$ cat src/core/tmr_consts.svh
`ifndef TMR_CONSTS_SVH
`define TMR_CONSTS_SVH
`define TMR_OFS_CNT_L  8'h00
`define TMR_OFS_CNT_H  8'h04
`define TMR_OFS_CMPA_L 8'h08
`define TMR_OFS_CMPA_H 8'h0c
`define TMR_OFS_CMPB_L 8'h10
`define TMR_OFS_CMPB_H 8'h14
`define TMR_OFS_CAP_L  8'h18
`define TMR_OFS_CAP_H  8'h1c
`define TMR_OFS_CTL1   8'h20
`define TMR_OFS_CTL2   8'h24
`define TMR_OFS_CTL3   8'h28
`define TMR_OFS_FLAG   8'h2c
`define TMR_OFS_MASK   8'h30
`define TMR_OFS_POWER  8'h34
`define TMR_BOT        16'h0000
`define TMR_MAX        16'hffff
`define TMR_TOP8       16'h00ff
`define TMR_TOP9       16'h01ff
`define TMR_TOP10      16'h03ff
`define TMR_RST_POWER  1'b1
`define TMR_F_ICNC     7
`define TMR_F_ICES     6
`define TMR_F_CSRC     5
`define TMR_F_WGM3     4
`define TMR_F_WGM2     3
`define TMR_F_FOCA     7
`define TMR_F_FOCB     6
`define TMR_F_CAP      5
`define TMR_F_MB       2
`define TMR_F_MA       1
`define TMR_F_OV       0
`endif

$ cat src/core/tmr_pkg.sv
package tmr_pkg;
    typedef enum logic [1:0] {
        KIND_NORM  = 2'b00,
        KIND_CTC   = 2'b01,
        KIND_FAST  = 2'b10,
        KIND_PHASE = 2'b11
    } tmr_kind_type;
    // bit order: capture, match b, match a, overflow
    typedef logic [3:0] tmr_irq_type;
endpackage : tmr_pkg

$ cat src/core/tmr_core.sv
`timescale 1ns/1ps
`include "tmr_consts.svh"
// Notes on behaviour
// - timer idle until power-off bit cleared
// - 16-bit counter/compare/capture, 8-bit free controls
// - every request flagged and individually maskable
// - prescaler or pin clock; none selected holds
// - compare match sets flag, drives wave
// - compare writes land in buffer first
// - edge event copies counter into capture
// - optional noise filter on capture input
// - top from fixed, compare A or capture
// - compare A as top: no A PWM
// - bottom, max and top conditions detected
// - one shared high-byte staging register
// - low write loads staged high plus low
// - low read stages high byte for later
// - compare reads bypass staging register
// - force bits ctl three, mode bit3 ctl two
// - counter write beats clear or count
// - capture flag set with copy, write-one clears
module tmr_core #(
    parameter int FILT_LEN = 4
) (
    input  wire logic                 ref_clk,
    input  wire logic                 nrst,
    input  wire logic [7:0]           paddr,
    input  wire logic                 psel,
    input  wire logic                 penable,
    input  wire logic                 pwrite,
    input  wire logic [31:0]          pwdata,
    output logic                      pready,
    output logic [31:0]               prdata,
    output logic                      pslverr,
    input  wire logic                 extClockPin,
    input  wire logic                 capturePin,
    input  wire logic                 compOut,
    input  wire tmr_pkg::tmr_irq_type irqAck,
    output tmr_pkg::tmr_irq_type      irqReq,
    output logic                      waveOutA,
    output logic                      waveOutB
);
    import tmr_pkg::*;
    logic [15:0]         counterValue;
    logic [15:0]         compareAValue;
    logic [15:0]         compareBValue;
    logic [15:0]         compareAAct;
    logic [15:0]         compareBAct;
    logic [15:0]         captureValue;
    logic [7:0]          controlOne;
    logic [7:0]          controlTwo;
    logic [7:0]          stageHigh;
    tmr_irq_type         irqFlagReg;
    tmr_irq_type         irqMaskReg;
    logic                powerOffBit;
    logic                countUp;
    logic [9:0]          prescale;
    logic                extQ;
    logic                extPrev;
    logic [FILT_LEN-1:0] capHist;
    logic                capFilt;
    logic                capQ;
    logic                capPrev;
    function automatic tmr_kind_type kind_of(input logic [3:0] m);
        case (m)
            4'h4, 4'hc: kind_of = KIND_CTC;
            4'h5, 4'h6, 4'h7, 4'he, 4'hf: kind_of = KIND_FAST;
            4'h1, 4'h2, 4'h3, 4'h8, 4'h9, 4'ha, 4'hb: kind_of = KIND_PHASE;
            default: kind_of = KIND_NORM;
        endcase
    endfunction : kind_of
    // com 0 leaves the pin state alone; in pwm kinds com 1 is unused
    function automatic logic wave_next(input logic cur, input logic [1:0] com,
                                       input tmr_kind_type k, input logic hit,
                                       input logic top, input logic up);
        wave_next = cur;
        case (k)
            KIND_NORM, KIND_CTC: begin
                if (hit && com != 2'd0)
                    wave_next = (com == 2'd1) ? ~cur : com[0];
            end
            KIND_FAST: begin
                if (com[1] && top)
                    wave_next = ~com[0];
                else if (com[1] && hit)
                    wave_next = com[0];
            end
            KIND_PHASE: begin
                if (com[1] && hit)
                    wave_next = up ? com[0] : ~com[0];
            end
            default: wave_next = cur;
        endcase
    endfunction : wave_next
    // bus decode
    wire [7:0] wd      = pwdata[7:0];
    wire       setupPh = psel & ~penable;
    wire       wrAcc   = psel & penable & pready & pwrite;
    wire       wrT     = wrAcc & ~powerOffBit;
    wire       rdSet   = setupPh & ~pwrite;
    wire aCntL  = paddr == `TMR_OFS_CNT_L;
    wire aCntH  = paddr == `TMR_OFS_CNT_H;
    wire aCmpAL = paddr == `TMR_OFS_CMPA_L;
    wire aCmpAH = paddr == `TMR_OFS_CMPA_H;
    wire aCmpBL = paddr == `TMR_OFS_CMPB_L;
    wire aCmpBH = paddr == `TMR_OFS_CMPB_H;
    wire aCapL  = paddr == `TMR_OFS_CAP_L;
    wire aCapH  = paddr == `TMR_OFS_CAP_H;
    wire aCtl1  = paddr == `TMR_OFS_CTL1;
    wire aCtl2  = paddr == `TMR_OFS_CTL2;
    wire aCtl3  = paddr == `TMR_OFS_CTL3;
    wire aFlag  = paddr == `TMR_OFS_FLAG;
    wire aMask  = paddr == `TMR_OFS_MASK;
    wire aPower = paddr == `TMR_OFS_POWER;
    wire mapped = aCntL | aCntH | aCmpAL | aCmpAH | aCmpBL | aCmpBH | aCapL | aCapH
                | aCtl1 | aCtl2 | aCtl3 | aFlag | aMask | aPower;
    // mode and top selection
    wire [3:0] wgm = {controlTwo[`TMR_F_WGM3], controlTwo[`TMR_F_WGM2],
                      controlOne[1:0]};
    tmr_kind_type kind;
    assign kind = kind_of(wgm);
    wire isPwm    = kind == KIND_FAST || kind == KIND_PHASE;
    wire isPhase  = kind == KIND_PHASE;
    wire topIsA   = wgm == 4'h4 || wgm == 4'h9 || wgm == 4'hb || wgm == 4'hf;
    wire topIsCap = wgm == 4'h8 || wgm == 4'ha || wgm == 4'hc || wgm == 4'he;
    wire [15:0] fixTop = (wgm[1:0] == 2'd1) ? `TMR_TOP8 :
                         (wgm[1:0] == 2'd2) ? `TMR_TOP9 : `TMR_TOP10;
    wire [15:0] topVal = topIsA ? compareAAct : topIsCap ? captureValue :
                         isPwm ? fixTop : `TMR_MAX;
    // clock select; prescaler runs free so taps stay aligned
    wire [2:0] cs      = controlTwo[2:0];
    wire       extRise = extQ & ~extPrev;
    wire       extFall = ~extQ & extPrev;
    wire timerTick = ~powerOffBit & ((cs == 3'd1)
                   | ((cs == 3'd2) & (&prescale[2:0]))
                   | ((cs == 3'd3) & (&prescale[5:0]))
                   | ((cs == 3'd4) & (&prescale[7:0]))
                   | ((cs == 3'd5) & (&prescale))
                   | ((cs == 3'd6) & extFall)
                   | ((cs == 3'd7) & extRise));
    // counter unit
    wire atBot = counterValue == `TMR_BOT;
    wire atMax = counterValue == `TMR_MAX;
    wire atTop = counterValue == topVal;
    wire        cntWr  = wrT & aCntL;
    wire [15:0] wrWord = {stageHigh, wd};
    wire [15:0] cntInc = counterValue + 16'h0001;
    wire [15:0] cntDec = counterValue - 16'h0001;
    wire [15:0] stepVal = isPhase ? ((countUp ? atTop : ~atBot) ? cntDec : cntInc)
                                  : (atTop ? `TMR_BOT : cntInc);
    wire [15:0] next_counter = cntWr ? wrWord :
                               timerTick ? stepVal : counterValue;
    wire next_up = ~isPhase ? 1'b1 :
                   (timerTick & ~cntWr & countUp & atTop) ? 1'b0 :
                   (timerTick & ~cntWr & ~countUp & atBot) ? 1'b1 : countUp;
    // compare units
    wire hitA = timerTick & (counterValue == compareAAct);
    wire hitB = timerTick & (counterValue == compareBAct);
    // phase-frequency kinds reload at bottom, other pwm kinds at top
    wire updEv = ~isPwm | (timerTick & ((wgm[3:1] == 3'b100) ? atBot : atTop));
    wire forceA = wrT & aCtl3 & wd[`TMR_F_FOCA] & ~isPwm;
    wire forceB = wrT & aCtl3 & wd[`TMR_F_FOCB] & ~isPwm;
    wire next_waveA = (isPwm & topIsA) ? 1'b0 :
        wave_next(waveOutA, controlOne[7:6], kind, hitA | forceA,
                  timerTick & atTop, countUp);
    wire next_waveB = wave_next(waveOutB, controlOne[5:4], kind, hitB | forceB,
                                timerTick & atTop, countUp);
    // capture unit
    wire capSrc = controlTwo[`TMR_F_CSRC] ? compOut : capturePin;
    wire capLvl = controlTwo[`TMR_F_ICNC] ? capFilt : capQ;
    wire next_capFilt = (&capHist) ? 1'b1 : (~|capHist) ? 1'b0 : capFilt;
    // capture is frozen while the capture register defines top
    wire capEv = ~powerOffBit & ~topIsCap &
                 (controlTwo[`TMR_F_ICES] ? (capLvl & ~capPrev)
                                          : (~capLvl & capPrev));
    // flags: a set in the clearing cycle survives
    wire ovEv = timerTick & (isPhase ? (atBot & ~countUp) :
                             (kind == KIND_FAST) ? atTop : atMax);
    wire [3:0] evVec  = {capEv, hitB, hitA, ovEv};
    wire [3:0] clrVec = ((wrT & aFlag) ? {wd[`TMR_F_CAP], wd[`TMR_F_MB], wd[`TMR_F_MA],
                                          wd[`TMR_F_OV]} : 4'h0) | irqAck;
    wire [3:0] next_flags = (irqFlagReg & ~clrVec) | evVec;
    // staging register and read data
    wire hiWr   = wrT & (aCntH | aCmpAH | aCmpBH | aCapH);
    wire loRdSt = rdSet & (aCntL | aCapL);
    wire [7:0] flagByte = {2'b00, irqFlagReg[3], 2'b00, irqFlagReg[2:0]};
    wire [7:0] maskByte = {2'b00, irqMaskReg[3], 2'b00, irqMaskReg[2:0]};
    wire [7:0] rdByte =
        aCntL  ? counterValue[7:0]   : aCntH  ? stageHigh :
        aCmpAL ? compareAValue[7:0]  : aCmpAH ? compareAValue[15:8] :
        aCmpBL ? compareBValue[7:0]  : aCmpBH ? compareBValue[15:8] :
        aCapL  ? captureValue[7:0]   : aCapH  ? stageHigh :
        aCtl1  ? controlOne : aCtl2 ? controlTwo :
        aFlag  ? flagByte   : aMask ? maskByte :
        aPower ? {7'h00, powerOffBit} : 8'h00;
    always_ff @(posedge ref_clk or negedge nrst) begin
        if (!nrst) begin
            pready  <= 1'b0;
            prdata  <= 32'h0000_0000;
            pslverr <= 1'b0;
        end else begin
            pready  <= setupPh;
            pslverr <= setupPh & ~mapped;
            if (rdSet)
                prdata <= {24'h00_0000, rdByte};
        end
    end

    always_ff @(posedge ref_clk or negedge nrst) begin
        if (!nrst) begin
            stageHigh <= 8'h00;
        end else if (hiWr) begin
            stageHigh <= wd;
        end else if (loRdSt) begin
            stageHigh <= aCntL ? counterValue[15:8] : captureValue[15:8];
        end
    end

    always_ff @(posedge ref_clk or negedge nrst) begin
        if (!nrst) begin
            controlOne  <= 8'h00;
            controlTwo  <= 8'h00;
            irqMaskReg  <= 4'h0;
            powerOffBit <= `TMR_RST_POWER;
        end else begin
            if (wrT && aCtl1)
                controlOne <= wd;
            if (wrT && aCtl2)
                controlTwo <= wd;
            if (wrT && aMask)
                irqMaskReg <= {wd[`TMR_F_CAP], wd[`TMR_F_MB], wd[`TMR_F_MA], wd[`TMR_F_OV]};
            if (wrAcc && aPower)
                powerOffBit <= wd[0];
        end
    end

    always_ff @(posedge ref_clk or negedge nrst) begin
        if (!nrst) begin
            counterValue <= 16'h0000;
            countUp      <= 1'b1;
            prescale     <= 10'h000;
            extQ         <= 1'b0;
            extPrev      <= 1'b0;
        end else begin
            counterValue <= next_counter;
            countUp      <= next_up;
            prescale     <= prescale + 10'h001;
            extQ         <= extClockPin;
            extPrev      <= extQ;
        end
    end

    always_ff @(posedge ref_clk or negedge nrst) begin
        if (!nrst) begin
            compareAValue <= 16'h0000;
            compareBValue <= 16'h0000;
            compareAAct   <= 16'h0000;
            compareBAct   <= 16'h0000;
        end else begin
            if (wrT && aCmpAL)
                compareAValue <= wrWord;
            if (wrT && aCmpBL)
                compareBValue <= wrWord;
            if (updEv) begin
                compareAAct <= compareAValue;
                compareBAct <= compareBValue;
            end
        end
    end

    always_ff @(posedge ref_clk or negedge nrst) begin
        if (!nrst) begin
            captureValue <= 16'h0000;
            capHist      <= '0;
            capFilt      <= 1'b0;
            capQ         <= 1'b0;
            capPrev      <= 1'b0;
        end else begin
            if (capEv)
                captureValue <= counterValue;
            else if (wrT && aCapL && topIsCap)
                captureValue <= wrWord;
            capHist <= {capHist[FILT_LEN-2:0], capSrc};
            capFilt <= next_capFilt;
            capQ    <= capSrc;
            capPrev <= capLvl;
        end
    end

    always_ff @(posedge ref_clk or negedge nrst) begin
        if (!nrst) begin
            irqFlagReg <= 4'h0;
            irqReq     <= 4'h0;
            waveOutA   <= 1'b0;
            waveOutB   <= 1'b0;
        end else begin
            irqFlagReg <= next_flags;
            irqReq     <= irqFlagReg & irqMaskReg;
            waveOutA   <= next_waveA;
            waveOutB   <= next_waveB;
        end
    end
endmodule : tmr_core

$ cat config.mk
export PLATFORM = sky130hd
export DESIGN_NAME = tmr_core
export DESIGN_NICKNAME = d
export VERILOG_FILES = /design/src/core/tmr_pkg.sv /design/src/core/tmr_core.sv
export VERILOG_INCLUDE_DIRS = /design/src /design/src/core
export SDC_FILE = /design/constraint.sdc
export NUM_CORES = 1
export LEC_CHECK = 0
export BUFFER_PORTS_ARGS = -buffer_cell sky130_fd_sc_hd__buf_2
export CAP_MARGIN = 20
export CORE_UTILIZATION = 45
export DETAILED_ROUTE_END_ITERATION = 6
export GPL_TIMING_DRIVEN = 0
export PLACE_DENSITY = 0.61
export SETUP_SLACK_MARGIN = 0.15
export SYNTH_ARGS = -nofsm -noshare
export SYNTH_HDL_FRONTEND = slang
export SYNTH_SLANG_ARGS = --single-unit
$ cat constraint.sdc
create_clock -name ref_clk -period 9.3 [get_ports ref_clk]
set_clock_uncertainty 0.2 [all_clocks]
set_input_delay 1.86 -clock ref_clk [delete_from_list [all_inputs] [get_ports ref_clk]]
set_output_delay 1.86 -clock ref_clk [all_outputs]
set_load 0.05 [all_outputs]
==> results by group <==
Clock tree
  • Hold Buf Count CTS: 0
  • Clock Root Buffer: clkbuf_16
  • CTS Buf Count: 17
  • TritonCTS sink count: between 150 and 200
  • Clock slew at reported path FFs: 0.08 ns
  • Post-CTS Setup Bufs: 0
  • Clk_lat worst skew: 0.44 ns
  • CTS Buffer Depth: 2
  • H-tree levels: 4
  • # resized after CTS: 0
  • CTS tree: yes

Routing
  • Initial DRC Count: 923
  • Drt pass-1 iters: 6
  • DR WL/cell: 23.1 um
  • Post-Route WL: about 32000 um
  • Post-DRT Antenna Nets: 0
  • Vias/cell: 6.23
  • DRC viols: 0
  • Total number of vias: between 8000 and 9000

Timing
  • Setup tns final: 0 ns
  • Fmax: around 210 MHz
  • Max-slew violation total from the final report: 0
  • Worst Tran Pin Value: 0.957 ns
  • Tightest hold margin: 0.196 ns
  • Final setup vio count: 0
  • Slew headroom: 0.357
  • RSZ-0062 raised after global routing: no
  • Hold Fails Final Rpt: 0
  • Tmin final: 4.77 ns
  • Tcrit/Tclk final: 0.513

Layout
  • FILL cells: around 1900
  • Final nets: 1156
  • Final core occ: 0.528
  • N_diodes: 0
  • Multi-input logic area: 5010 um2
  • Reg area: 4110 um2
  • Share of cells above drive strength 1: 0.190
  • Area Growth Syn to Fin: 13.4%

Hold path
  • Hold Startpoint: extQ$_DFF_PN0_
  • Min-delay worst type: flip-flop to flip-flop

Power
  • Combinational share of power: 0.106
  • Leak Pwr: 4.80 nW
  • Switching Share: 0.290
  • Cell Int Power: 1.20 mW
  • Total power: between 1.5 and 2 mW
  • Pwr/cell area: 156 nW/um2
  • Clock network power share: 0.443
  • Switching power: a little under 500 uW
  • Worst vdd ir: 0.114 mV
  • Part of the power in registers: 0.451

Critical path
  • Crit-path max FO: 10
  • Critical Path AT: 4.84 ns
  • Crit path launch: paddr[5]
  • Worst Path Required: 9.37 ns
  • FF-to-FF Start: counterValue[7]$_DFFE_PN0P_
  • CP Capture Type: flip-flop
  • WS Path Type: input port to flip-flop
  • Crit path launch type: input port

Flow run
  • Max Cap Viol: 0

Logic synthesis
  • Most frequent cell after synthesis: dfrtp_1
  • Largest area contributor in the netlist: dfrtp_1
  • Post-synth top cells: dfrtp_1 (162), nand2_1 (118), mux2_2 (82)
  • Syn Area/Cell: 9.43 um2
  • Async set-reset flop share out of synthesis: 1.00
  • Post-Syn Instances: 1012
  • Synth unique cells: 79
  • Synth Cell Area: 9550 um2
  • Synth top area share: 0.425
  • Post-synth EDFFs: 0
  • Top cells by area, synth: dfrtp_1 (42%), mux2_2 (9.7%), nand2_1 (4.6%)
  • Primary FF master, synth: dfrtp_1
  • Sequential element share of the synthesized area: 0.430
  • Post-synthesis register bit count: 164
  • Synth warn: 0

Floorplan
  • Placeable Area: 20500 um2
  • Die height: between 100 and 150 um
  • Initial Util: 0.466
  • Row cnt: 52
  • Ports: 92
  • DIE AREA: 21800 um2
  • Die width: between 100 and 150 um

GRT
  • Total GRT Usage: 0.303
  • Vias in the first global route: 8013
  • Total gr overflow: 0
  • Antenna violations before repair: 0
  • Largest net degree at the start of global routing: 87
  • First-pass GRT wire length: 48900 um

Placed design
  • HPWL Detailed: 23100 um
  • GPL Wtd Cong: 0.938
  • I/O Buffers: 36

Run status
  • Status: complete, no violations
-- power by group through the flow --
stage	combinational, mW	sequential (mW)	clock, mW
after global placement	0.173	0.773	0
after global routing	0.192	0.764	0.782
after detailed placement	0.176	0.774	0
after CTS	0.177	0.760	0.751
final	0.178	0.762	0.747
after floorplan	0.106	0.775	0
-- final timing paths --
| path | to | slack [ns] | cells past startpoint |
|---|---|---|---|
| setup reg to reg | compareBAct[15]$_DFFE_PN0P_ | 4.87 | 12 |
| min in group asynchronous | controlOne[6]$_DFFE_PN0P_ | 1.23 | 1 |
| hold / removal | extPrev$_DFF_PN0_ | 0.20 | 0 |
| setup / recovery | counterValue[9]$_DFFE_PN0P_ | 4.53 | 9 |
| max in group asynchronous | captureValue[5]$_DFFE_PN0P_ | 6.80 | 2 |
| hold reg to reg | extPrev$_DFF_PN0_ | 0.20 | 0 |
-- kinds of logic after synthesis --
kind of cell | after synthesis | synth area share
DFF | 164 | 0.430
AOI/OAI and AO/OA | 245 | 0.179
buffers and inverters | 107 | 0.0541
muxes | 87 | 0.102
adders and majority gates | 9 | 0.0118
other | 1 | 0.000393
xor gates and xnor gates | 50 | 0.0459
and+or+nand+nor | 349 | 0.177
-- layout by cell type (no fill, tap or decap), types with 6 or more instances in the layout --
master / n
nand4_1: 14
buf_2: 45
dfrtp_1: 162
a21o_1: 6
mux2_2: 82
o221ai_1: 6
o21ai_0: 45
and3_1: 12
xor2_1: 9
xnor2_1: 41
a211oi_1: 8
nand2_1: 118
a221oi_1: 7
conb_1: 24
nor3_1: 29
a22oi_1: 32
nand3b_1: 8
and2_1: 8
nor2_1: 79
o211ai_1: 6
a31oi_1: 14
clkbuf_1: 46
a21oi_1: 47
buf_1: 6
or3_1: 9
inv_1: 19
nor4_1: 8
nand3_1: 27
clkbuf_16: 17
ha_1: 9
nand2b_1: 10
buf_4: 28
o22ai_1: 18
-- per-layer routing --
| layer | part of all wire | track usage |
|---|---|---|
| met1 | 0.43 | 0.426 |
| met2 | 0.43 | 0.449 |
| met3 | 0.095 | 0.0682 |
| met4 | 0.040 | 0.128 |
| met5 | 0 | 0 |
-- registers in the layout, summed over array words and instances, names as in the netlist, 4 cells and up --
register / cells
stageHigh: 8
prdata: 8
counterValue: 16
irqReq: 4
capHist: 4
compareBAct: 16
compareBValue: 16
controlOne: 8
prescale: 10
compareAAct: 16
irqFlagReg: 4
captureValue: 16
compareAValue: 16
controlTwo: 8
irqMaskReg: 4
-- area by class of cell --
type | instances | area share
plain buffers | 88 | 0.0411
clock buffers | 18 | 0.0396
clock inverters | 14 | 0.0169
well taps | 270 | 0.0312
multi-input cells | 764 | 0.463
inverters | 19 | 0.00659
repair buffers | 41 | 0.0226
flip-flops and latches | 164 | 0.379
-- through the flow --
stage	cell area, um2	std cells	setup WS [ns]
after global routing	10800	1378	4.43
after detailed placement	10200	1346	4.31
after CTS	10800	1378	4.75
after floorplan	9630	1035	5.09
after global placement	10200	1341	3.46
final	10800	1378	4.53
-- worst max-delay path, stage by stage --
cell and delay, ns:
clkbuf_1 0.17, nor3_1 0.52, nand2b_1 0.25, nor2_1 0.68
nand2_1 0.34, clkbuf_1 0.34, clkbuf_1 0.35, nor2_1 0.22
a31oi_1 0.08
Note: power is estimated with default switching activity, not from simulation.
